## src/hw/bapp_defines.vh

```
`ifndef BAPP_DEFINES_VH
`define BAPP_DEFINES_VH
// Master address phase states
`define BAPP_ST_IDLE   2'h0
`define BAPP_ST_MEM    2'h1
`define BAPP_ST_DS0    2'h2
`define BAPP_ST_DS1    2'h3
// Snoop error pipeline: error asserts this many cycles after the start strobe
`define BAPP_APE_DELAY 2
// Burst addresses are double-word aligned: low address bits cleared
`define BAPP_DW_MASK   32'hfffffff8
// Receiver tag field position inside a direct-store reply first beat
`define BAPP_RTAG_LSB  0
`define BAPP_TAG_W     4
`endif

```

## src/hw/bapp_core.v

```verilog
// Function
// - Burst address is aligned critical or first double
// - Burst address held, never incremented
// - Address driven the cycle after qualified grant
// - Memory address released cycle after acknowledge
// - Snoop address sampled only in start cycle
// - Direct-store tenure: tag packet, then address packet
// - Direct-store beats follow grant, then next cycle
// - Direct-store reply carries control, status and tag
// - Direct-store address released cycle after acknowledge
// - Snoop only direct-store first beat, matching tag
// - Four odd parity bits, one per byte
// - Even parity gives checkstop or machine check
// - Variant: enabled checking always forces checkstop
// - Error only for recognized snooped transaction types
// - Variant: no error when checking disabled
// - Error asserts second cycle, released third
// - Transfer start held exactly one cycle
// - Transfer start negated during direct-store tenure
`timescale 1ns/1ns
`default_nettype none
`include "bapp_defines.vh"

module bapp_core #(
  parameter VARIANT_FORCE_CHECKSTOP = 0,  // Enabled checking always checkstops
  parameter VARIANT_APE_NEEDS_CHECK = 0   // Error pin silent when checking off
) (
  input  wire        core_clk_i,
  input  wire        rst_n_i,
  input  wire        clk_en_i,
  // Master request side
  input  wire        req_i,                   // Start tenure, level
  input  wire        req_ds_i,                // Direct-store tenure
  input  wire        req_burst_i,             // Burst memory transfer
  input  wire [31:0] req_addr_i,              // Physical address
  input  wire [31:0] req_ds_ctl_i,            // Packet 0 control/tag or reply word
  output wire        req_ready_o,             // Request taken this cycle
  output reg         busy_o,                  // Tenure in progress
  input  wire        qual_grant_i,            // Qualified bus grant
  // Address bus pins
  output reg  [31:0] addr_o,
  output reg         addr_oe_o,
  input  wire [31:0] addr_i,
  output wire [3:0]  address_parity_o,
  input  wire [3:0]  address_parity_i,
  output reg         transfer_start_n_o,
  output reg         ext_transfer_start_n_o,
  output reg         addr_bus_busy_n_o,
  input  wire        transfer_start_n_i,
  input  wire        ext_transfer_start_n_i,
  input  wire        addr_acknowledge_n_i,
  output wire        addr_parity_error_n_o,
  output reg         addr_parity_error_n_oe_o,
  // Configuration and exception reporting
  input  wire        machine_check_enable_i,
  input  wire        parity_check_en_i,       // From hw_config_reg
  input  wire        snoop_mem_recog_i,       // Memory snoop type recognized
  input  wire [3:0]  processor_tag_i,
  output reg         checkstop_o,             // Pulse
  output reg         machine_check_o,         // Pulse
  output reg  [31:0] snoop_addr_o,            // Last sampled snoop address
  output reg         snoop_valid_o            // Pulse, snoop_addr_o fresh
);

  // ************************************************************
  // Input synchronisers for bus pins
  // ************************************************************
  reg [2:0] ts_sync;      // Transfer start stages
  reg [2:0] xts_sync;     // Extended start stages
  reg [2:0] addr_acknowledge_n_sync;    // Acknowledge stages
  reg [2:0] gnt_sync;     // Grant stages
  reg [31:0] a_s1;        // Address stage 1
  reg [31:0] a_s2;        // Address stage 2
  reg [31:0] a_s3;        // Address stage 3
  reg [3:0]  p_s1;        // Parity stage 1
  reg [3:0]  p_s2;        // Parity stage 2
  reg [3:0]  p_s3;        // Parity stage 3

  // Three stage pipe; stage 1 feeds only stage 2
  // Address and parity ride the same pipe as the strobes
  always @(posedge core_clk_i) begin
    if (!rst_n_i) begin
      ts_sync   <= 3'h7;
      xts_sync  <= 3'h7;
      addr_acknowledge_n_sync <= 3'h7;
      gnt_sync  <= 3'h0;
      a_s1      <= 32'h0;
      a_s2      <= 32'h0;
      a_s3      <= 32'h0;
      p_s1      <= 4'h0;
      p_s2      <= 4'h0;
      p_s3      <= 4'h0;
    end else if (clk_en_i) begin
      ts_sync   <= {ts_sync[1:0], transfer_start_n_i};
      xts_sync  <= {xts_sync[1:0], ext_transfer_start_n_i};
      addr_acknowledge_n_sync <= {addr_acknowledge_n_sync[1:0], addr_acknowledge_n_i};
      gnt_sync  <= {gnt_sync[1:0], qual_grant_i};
      a_s1      <= addr_i;
      a_s2      <= a_s1;
      a_s3      <= a_s2;
      p_s1      <= address_parity_i;
      p_s2      <= p_s1;
      p_s3      <= p_s2;
    end
  end

  // Grant is a level: it counts once stages two and three agree
  wire gnt_seen  = gnt_sync[1] & gnt_sync[2];
  // Strobes and acknowledge last one bus cycle, so two stages never agree
  // on them; stage three alone marks the pulse, which also keeps it in
  // step with the address and parity held in a_s3 and p_s3
  wire ts_seen   = ~ts_sync[2];
  wire xts_seen  = ~xts_sync[2];
  wire addr_acknowledge_n_seen = ~addr_acknowledge_n_sync[2];
  // Rising edge of each start, one pulse per strobe
  reg  ts_prev;
  reg  xts_prev;
  wire ts_evt  = ts_seen & ~ts_prev;
  wire xts_evt = xts_seen & ~xts_prev;

  // ************************************************************
  // Master address tenure
  // ************************************************************
  reg [1:0]  state;       // Tenure state
  reg [1:0]  next_state;  // Next tenure state
  reg        ds;          // Captured direct-store flag
  reg [31:0] cap_addr;    // Captured address packet
  reg [31:0] cap_ctl;     // Captured control/tag packet

  // Accept a request only when idle; one tenure at a time
  assign req_ready_o = (state == `BAPP_ST_IDLE) && !busy_o && req_i;

  // Odd parity per byte, bit 0 covers lines 0 to 7 (msb byte)
  genvar g;
  generate
    for (g = 0; g < 4; g = g + 1) begin : g_par
      assign address_parity_o[g] = ~(^addr_o[31-8*g -: 8]);
    end
  endgenerate

  // Next state selection
  always @* begin
    next_state = state;
    case (state)
      `BAPP_ST_IDLE: begin
        if (busy_o && gnt_seen)
          next_state = ds ? `BAPP_ST_DS0 : `BAPP_ST_MEM;
      end
      `BAPP_ST_MEM: begin
        if (addr_acknowledge_n_seen)
          next_state = `BAPP_ST_IDLE;
      end
      `BAPP_ST_DS0: begin
        next_state = `BAPP_ST_DS1;
      end
      `BAPP_ST_DS1: begin
        if (addr_acknowledge_n_seen)
          next_state = `BAPP_ST_IDLE;
      end
      default: next_state = `BAPP_ST_IDLE;
    endcase
  end

  // Tenure registers and pin drive
  always @(posedge core_clk_i) begin
    if (!rst_n_i) begin
      state                  <= `BAPP_ST_IDLE;
      busy_o                 <= 1'b0;
      ds                     <= 1'b0;
      cap_addr               <= 32'h0;
      cap_ctl                <= 32'h0;
      addr_o                 <= 32'h0;
      addr_oe_o              <= 1'b0;
      transfer_start_n_o     <= 1'b1;
      ext_transfer_start_n_o <= 1'b1;
      addr_bus_busy_n_o      <= 1'b1;
    end else if (clk_en_i) begin
      state                  <= next_state;
      // Strobes last one cycle by default
      transfer_start_n_o     <= 1'b1;
      ext_transfer_start_n_o <= 1'b1;
      if (req_ready_o) begin
        busy_o   <= 1'b1;
        ds       <= req_ds_i;
        cap_addr <= req_burst_i ? (req_addr_i & `BAPP_DW_MASK) : req_addr_i;
        cap_ctl  <= req_ds_ctl_i;
      end
      case (state)
        `BAPP_ST_IDLE: begin
          if (busy_o && gnt_seen) begin
            addr_oe_o         <= 1'b1;
            addr_bus_busy_n_o <= 1'b0;
            if (ds) begin
              addr_o                 <= cap_ctl;
              ext_transfer_start_n_o <= 1'b0;
            end else begin
              addr_o             <= cap_addr;
              transfer_start_n_o <= 1'b0;
            end
          end
        end
        `BAPP_ST_DS0: begin
          addr_o <= cap_addr;
        end
        default: begin
          if (addr_acknowledge_n_seen) begin
            addr_oe_o         <= 1'b0;
            addr_bus_busy_n_o <= 1'b1;
            busy_o            <= 1'b0;
          end
        end
      endcase
    end
  end

  // ************************************************************
  // Snooper and parity checker
  // ************************************************************
  reg [`BAPP_APE_DELAY-1:0] err_pipe;  // Error delay line
  reg [3:0] snoop_par;                 // Parity latched at strobe
  reg       mine;                      // Own tenure on the bus
  wire [3:0] bad_byte;                 // Even parity per byte

  // Byte plus its parity bit must hold an odd count of ones
  generate
    for (g = 0; g < 4; g = g + 1) begin : g_chk
      assign bad_byte[g] = ~(^{a_s3[31-8*g -: 8], p_s3[g]});
    end
  endgenerate

  // Direct-store snoop only on matching reply tag
  wire tag_hit = a_s3[`BAPP_RTAG_LSB +: `BAPP_TAG_W] == processor_tag_i;
  wire recog   = (ts_evt & snoop_mem_recog_i) | (xts_evt & tag_hit);
  // Any bad byte flags the whole address
  wire par_bad = |bad_byte;
  // Variant silences error when checking off
  wire ape_ok  = (VARIANT_APE_NEEDS_CHECK == 0) | parity_check_en_i;
  // Own tenures are never checked; checking must be enabled
  wire err_now = recog & par_bad & parity_check_en_i & ~mine & ape_ok;

  // Snoop sampling, error timing and exception selection
  always @(posedge core_clk_i) begin
    if (!rst_n_i) begin
      ts_prev                  <= 1'b0;
      xts_prev                 <= 1'b0;
      mine                     <= 1'b0;
      snoop_par                <= 4'h0;
      err_pipe                 <= {`BAPP_APE_DELAY{1'b0}};
      addr_parity_error_n_oe_o <= 1'b0;
      checkstop_o              <= 1'b0;
      machine_check_o          <= 1'b0;
      snoop_addr_o             <= 32'h0;
      snoop_valid_o            <= 1'b0;
    end else if (clk_en_i) begin
      // Edge history for the start strobes
      ts_prev         <= ts_seen;
      xts_prev        <= xts_seen;
      // Own drive, late enough to cover its own synchronised strobe
      mine            <= addr_oe_o;
      // Report pulses last one cycle
      snoop_valid_o   <= 1'b0;
      checkstop_o     <= 1'b0;
      machine_check_o <= 1'b0;
      if ((ts_evt | xts_evt) && !mine) begin
        snoop_addr_o  <= a_s3;
        snoop_par     <= p_s3;
        snoop_valid_o <= recog;
      end
      err_pipe                 <= {err_pipe[`BAPP_APE_DELAY-2:0], err_now};
      addr_parity_error_n_oe_o <= err_pipe[`BAPP_APE_DELAY-2];
      if (err_now) begin
        if (VARIANT_FORCE_CHECKSTOP != 0 || !machine_check_enable_i)
          checkstop_o <= 1'b1;
        else
          machine_check_o <= 1'b1;
      end
    end
  end

  assign addr_parity_error_n_o = 1'b0;

endmodule // bapp_core
`default_nettype wire

```

## config.mk

```make
export PLATFORM = sky130hd
export DESIGN_NAME = bapp_core
export DESIGN_NICKNAME = d
export VERILOG_FILES = /design/src/hw/bapp_core.v
export VERILOG_INCLUDE_DIRS = /design/src /design/src/hw
export SDC_FILE = /design/constraint.sdc
export NUM_CORES = 1
export LEC_CHECK = 0
export BUFFER_PORTS_ARGS = -buffer_cell sky130_fd_sc_hd__buf_2
export CAP_MARGIN = 20
export CORE_MARGIN = 4
export CORE_UTILIZATION = 55
export CTS_CLUSTER_SIZE = 20
export DETAILED_ROUTE_END_ITERATION = 12
export PLACE_DENSITY = 0.9
export SETUP_SLACK_MARGIN = 0.2
export SLEW_MARGIN = 25
export SYNTH_ARGS = -nofsm -noshare
export SYNTH_HDL_FRONTEND = slang
export SYNTH_SLANG_ARGS = --single-unit
```

## constraint.sdc

```tcl
create_clock -name core_clk_i -period 3 [get_ports core_clk_i]
set_input_delay 0.15 -clock core_clk_i [delete_from_list [all_inputs] [get_ports core_clk_i]]
set_output_delay 0.15 -clock core_clk_i [all_outputs]
set_load 0.03 [all_outputs]
```

Word-level counts from Yosys, hierarchy flattened

Cells that the tools add are included.

Register bits after elaboration: 264
Input bits: 117

Equality and inequality tests: 7
Muxes and demuxes: 28
Bitwise gates (word level): 24
Reduce and logical (&&, ||, !) cells: 24

Operators with widths:

| operator           | number |
|---|---|
| $mux 32            | 2 |
| $pmux 32 s2        | 1 |
| $reduce_xor 9->1   | 4 |
| $reduce_xor 8->1   | 4 |
| $mux 1             | 18 |
| $not 1->1          | 14 |
| $and 1x1->1        | 8 |
| $mux 2             | 3 |
| $pmux 2 s3         | 1 |
| $reduce_and 3->1   | 2 |
| $eq 2x2->1 const B | 2 |
| $eq 4x4->1         | 1 |
| $logic_and 1x1->1  | 4 |
| $ne 2x1->1 const B | 2 |
| $pmux 1 s2         | 2 |
| $reduce_and 2->1   | 2 |
| $reduce_and 4->1   | 1 |
| $reduce_or 2->1    | 2 |
| $reduce_or 4->1    | 1 |
| $mux 3             | 1 |
| $eq 2x1->1 const B | 1 |
| $logic_not 1->1    | 2 |
| $logic_not 2->1    | 1 |
| $ne 2x2->1 const B | 1 |
| other kinds (2)    | 3 |

Logic depth before layout (Yosys ltp)

Depth after elaboration: 8
Gate-level depth with buffers: 6
Gate-level depth less buffers: 5

Worst setup path after synthesis

OpenSTA, ideal clock, no wires.

Path kind: register -> register
Start point: register busy_o
End point: register cap_addr[10]
Arrival: 1.906 ns
Slack: 1.024 ns
Stages on the path, launching flop included: 7
Buffers on the path: 2
Clock period less this slack: 1.976 ns
Cell sequence: dfxtp_1 > nor4b_2 > and2_1 > buf_2 > buf_4 > nand2_1 > a21boi_1

Longest elaborated chain between the ends: 4

Ends and longest elaborated chain:

| item                              | RTL line        | RTL |
|---|---|---|
| from (decl)                       | bapp_core.v:38  | `output reg busy_o,` |
| from (signal assigned)            | bapp_core.v:168 | `busy_o <= 1'b0;` |
| from (signal assigned)            | bapp_core.v:183 | `busy_o <= 1'b1;` |
| from (signal assigned)            | bapp_core.v:209 | `busy_o <= 1'b0;` |
| $logic_not 1->1                   | bapp_core.v:131 | `` assign req_ready_o = (state == `BAPP_ST_IDLE) && !busy_o && req_i; `` |
| $logic_and 1x1->1 (2 in series)   | bapp_core.v:131 |  |
| via req_ready_o                   | bapp_core.v:37  | `output wire req_ready_o,` |
| $reduce_and 2->1 (no source line) | --              |  |
| to (signal assigned)              | bapp_core.v:185 | `` cap_addr <= req_burst_i ? (req_addr_i & `BAPP_DW_MASK) : req_addr_i; `` |
| to (decl)                         | bapp_core.v:127 | `reg [31:0] cap_addr;` |

The timed path passes the listed nets, and every way through them passes these cells.
A chain may end at the register's enable or synchronous reset.

Worst setup path in the final report

Start point: register state[1]
End point: register cap_addr[2]

Longest elaborated chain between the ends: 4

Ends and longest elaborated chain:

| item                              | RTL line        | RTL |
|---|---|---|
| from (decl)                       | bapp_core.v:124 | `reg [1:0] state;` |
| from (signal assigned)            | bapp_core.v:167 | `` state <= `BAPP_ST_IDLE; `` |
| from (signal assigned)            | bapp_core.v:178 | `state <= next_state;` |
| $logic_not 2->1                   | --              |  |
| $logic_and 1x1->1 (2 in series)   | bapp_core.v:131 |  |
| $reduce_and 2->1 (no source line) | --              |  |

Every way passes these cells.

==> summary.txt <==
Status
  – Outcome: completed

Power
  – Pint: 5.85 mW
  – Clk pwr share: 0.430
  – Pleak: 6.34 nW
  – Maximum VDD drop: 0.000379 V
  – Switch Pwr: 1.71 mW
  – Switching share of power: 0.226
  – Seq pwr share: 0.486
  – Combinational share of power: 0.084
  – Pwr dens: 548 nW/um^2

STA
  – Setup TNS: 0 ps
  – Setup WS post-layout: 393 ps
  – Hold Vio Cnt, Final: 0
  – Worst slew pin tran: 762 ps
  – Post-layout min period: 2610 ps
  – Setup Viol. Count Final: 0
  – Count of pins over their slew limit: 0
  – Worst rel slew slack: 0.492
  – Final period util: 0.869
  – RSZ-0062 raised after global routing: false
  – Final Skew: 21.4 ps
  – Fmax: 384 MHz

Detailed routing
  – Iter 0 DRT Violations: 349
  – Wirelength, routed: 27.2 mm
  – Detailed-route vias per instance: 5.23
  – Via count: 8541
  – Post-DRT Antenna Nets: 0
  – Wirelength per Cell: 16.6 um
  – TritonRoute pass-1 iters: 4
  – Drc violations: 0

GRT
  – Largest net degree at the start of global routing: 126
  – Grt met2 use: 0.433
  – Gr usage total: 0.245
  – Initial antenna violation count: 1
  – Grt met3 use: 0.0478
  – Met1 usage: 0.291
  – Number of global-route vias before repair: 8867
  – GR peak layer: met2
  – Remaining global-route overflow: 0
  – First-pass GRT wire length: 44.3 mm

Logic synthesis
  – Sequential fraction of the synthesis area: 0.494
  – Synth top area share: 0.494
  – Post-Syn Area per Cell: 9.89 sq um
  – Cells after Synth: 1082
  – Yosys top cell by area: dfxtp_1
  – Synthesized cell area: 10700 sq um
  – Async set-or-reset flop fraction in the synthesized netlist: 0
  – Area contributors post-synth: dfxtp_1, mux2i_1, nand2_1
  – Synth cell types: 38
  – Main flop type after synthesis: dfxtp_1
  – Yosys warns: 0
  – Register bit count reported by yosys: 264
  – Syn Nets: 1199
  – EDFF count, synth: 0

Setup path
  – Worst setup path category: flip-flop to flip-flop
  – Crit path DAT: 3030 ps
  – Element type at the critical path start: flip-flop
  – CP max FO: 66
  – Worst setup startpoint: state[1]
  – Req. time, crit path: 3420 ps
  – Crit-path cells: nor4b_2 > and2_2 > buf_4 > nand3b_1 > dlygate4sd3_1 > a21boi_0
  – Setup crit end kind: flip-flop
  – Reg2reg start: state[1]
  – Slowest-stage cell, CP: dlygate4sd3_1
  – Worst path max stage delay: 590 ps

Placed design
  – Hpwl dp: 14.9 mm
  – Post-Place Worst Slack: 1070 ps
  – Port Buf Inserts: 194
  – RD Place Congestion: 0.793

Cells and area
  – Fill cells: 1189
  – Area grow syn2layout: 28.9%
  – Nets: 1469
  – Final Util: 0.730
  – Layout cells sized above 1: 0.188

Clock tree
  – H-tree depth: 1
  – Post-CTS sizing: 0
  – TritonCTS Buffers: 27
  – Post-CTS Setup Bufs: 0
  – Hold buffer count at cts: 111
  – Worst-Skew Late Latency: 520 ps
  – Worst-path clk slew: 70 ps
  – Clock buffer depth: 3
  – Clock sinks: 264
  – CTS tree: yes
  – Root buf cell: clkbuf_16

Floorplan
  – Top Ports: 196
  – Die area: 21800 sq um
  – Site row count: 50
  – Core Box Area: 18900 sq um
  – Starting Density: 0.566
  – Die Y: 147 um
  – Chip width: 147 um

Worst hold path
  – Hold Crit Start: clk_en_i
  – HP Class: input port to flip-flop

Job
  – Maxcap violations: 0
## cell families after synthesis
family / synth area share
muxes: 0.144
buffers and inverters: 0.0310
DFF: 0.494
and+or+nand+nor: 0.166
other: 0.000350
AOI/OAI and AO/OA: 0.109
xor gates and xnor gates: 0.0561
## per-layer routing
layer  vias up  share of wire
li1       4128              -
met4         0          0.042
met3        89          0.066
met2       321           0.50
met5         -              0
met1      4003           0.40
## Yosys cell counts, types with 2 or more instances
library cell	number
xor2_1	7
o21ai_0	2
o211a_1	34
clkbuf_1	49
nor3_1	2
nor2b_1	118
dfxtp_1	264
o31ai_1	2
o21ai_1	3
a21boi_0	27
buf_2	13
buf_1	4
xnor2_1	48
mux2i_1	154
a21boi_1	70
xnor3_1	3
a21oi_1	2
nand2_1	243
nor2_1	8
nand3b_1	4
buf_4	8
## power groups by stage
stage          Clock (mW)  Sequential [mW]  Combinational (mW)
2_1_floorplan           0             3.73               0.362
3_3_place_gp            0             3.74               0.492
3_5_place_dp            0             3.74               0.503
4_1_cts              3.30             3.67               0.619
5_1_grt              3.46             3.68               0.689
6_report             3.25             3.67               0.636
## path summary, 6_finish.rpt
path,to,slack (ps),cells past startpoint
worst max-delay path,cap_addr[2],390,6
worst min-delay path,addr_acknowledge_n_sync[1],70,3
worst min register to register,cap_ctl[24],450,2
worst max register to register,cap_addr[2],390,6
## final cells by class
type | count | area (sq um) | share of cell area
Clock inverter | 11 | 93.8 | 0.00680
Inverter | 2 | 7.51 | 0.000544
Timing Repair Buffer | 315 | 2190 | 0.159
Clock buffer | 38 | 777 | 0.0563
Sequential cell | 264 | 5290 | 0.383
Multi-Input combinational cell | 742 | 5110 | 0.370
Tap cell | 260 | 325 | 0.0236
Antenna cell | 1 | 2.50 | 0.000181
## sequential cells by signal (all words and copies together) (netlist names), 2 cells and up
| register | count |
|---|---|
| a_s1 | 32 |
| a_s2 | 32 |
| a_s3 | 32 |
| addr_acknowledge_n_sync | 3 |
| addr_o | 32 |
| cap_addr | 32 |
| cap_ctl | 32 |
| gnt_sync | 3 |
| p_s1 | 4 |
| p_s2 | 4 |
| p_s3 | 4 |
| snoop_addr_o | 32 |
| state | 2 |
| ts_sync | 3 |
| xts_sync | 3 |
## metrics by stage
step / std cells / total power, mW / hold WS, ps / area [sq um]
global route: 1633 / 7.83 / 58.0 / 13800
detailed placement: 1472 / 4.25 / 357 / 11800
CTS: 1632 / 7.59 / 38.9 / 13800
global placement: 1472 / 4.23 / 357 / 11800
finish: 1633 / 7.56 / 74.6 / 13800
floorplan: 1082 / 4.09 / 253 / 10700
## cells in the final DEF, fill, tap and decap left out, types with 2 or more instances in the layout
master           n
o31ai_1          2
buf_6            2
nor2_1           8
nor3_1           2
clkbuf_16       27
o211a_1         34
buf_4            8
dfxtp_1        264
buf_2          192
a21boi_0        27
a21oi_1          2
a21boi_1        70
nor2b_1        118
mux2i_1        154
xnor3_1          3
xor2_1           7
clkbuf_1         5
clkbuf_8         6
buf_12           2
o21ai_0          2
dlygate4sd3_1  111
clkinv_2         6
nand2_1        242
xnor2_1         48
inv_6            3
nand3b_1         4
## worst max-delay path: cells and delay by family, from the launching register on
family / cells / cell delay, ps
buffers and inverters: 2 / 1130
and+or+nand+nor: 3 / 780
DFF: 1 / 350
AOI/OAI and AO/OA: 1 / 230
(Power assumes the default switching activity.)
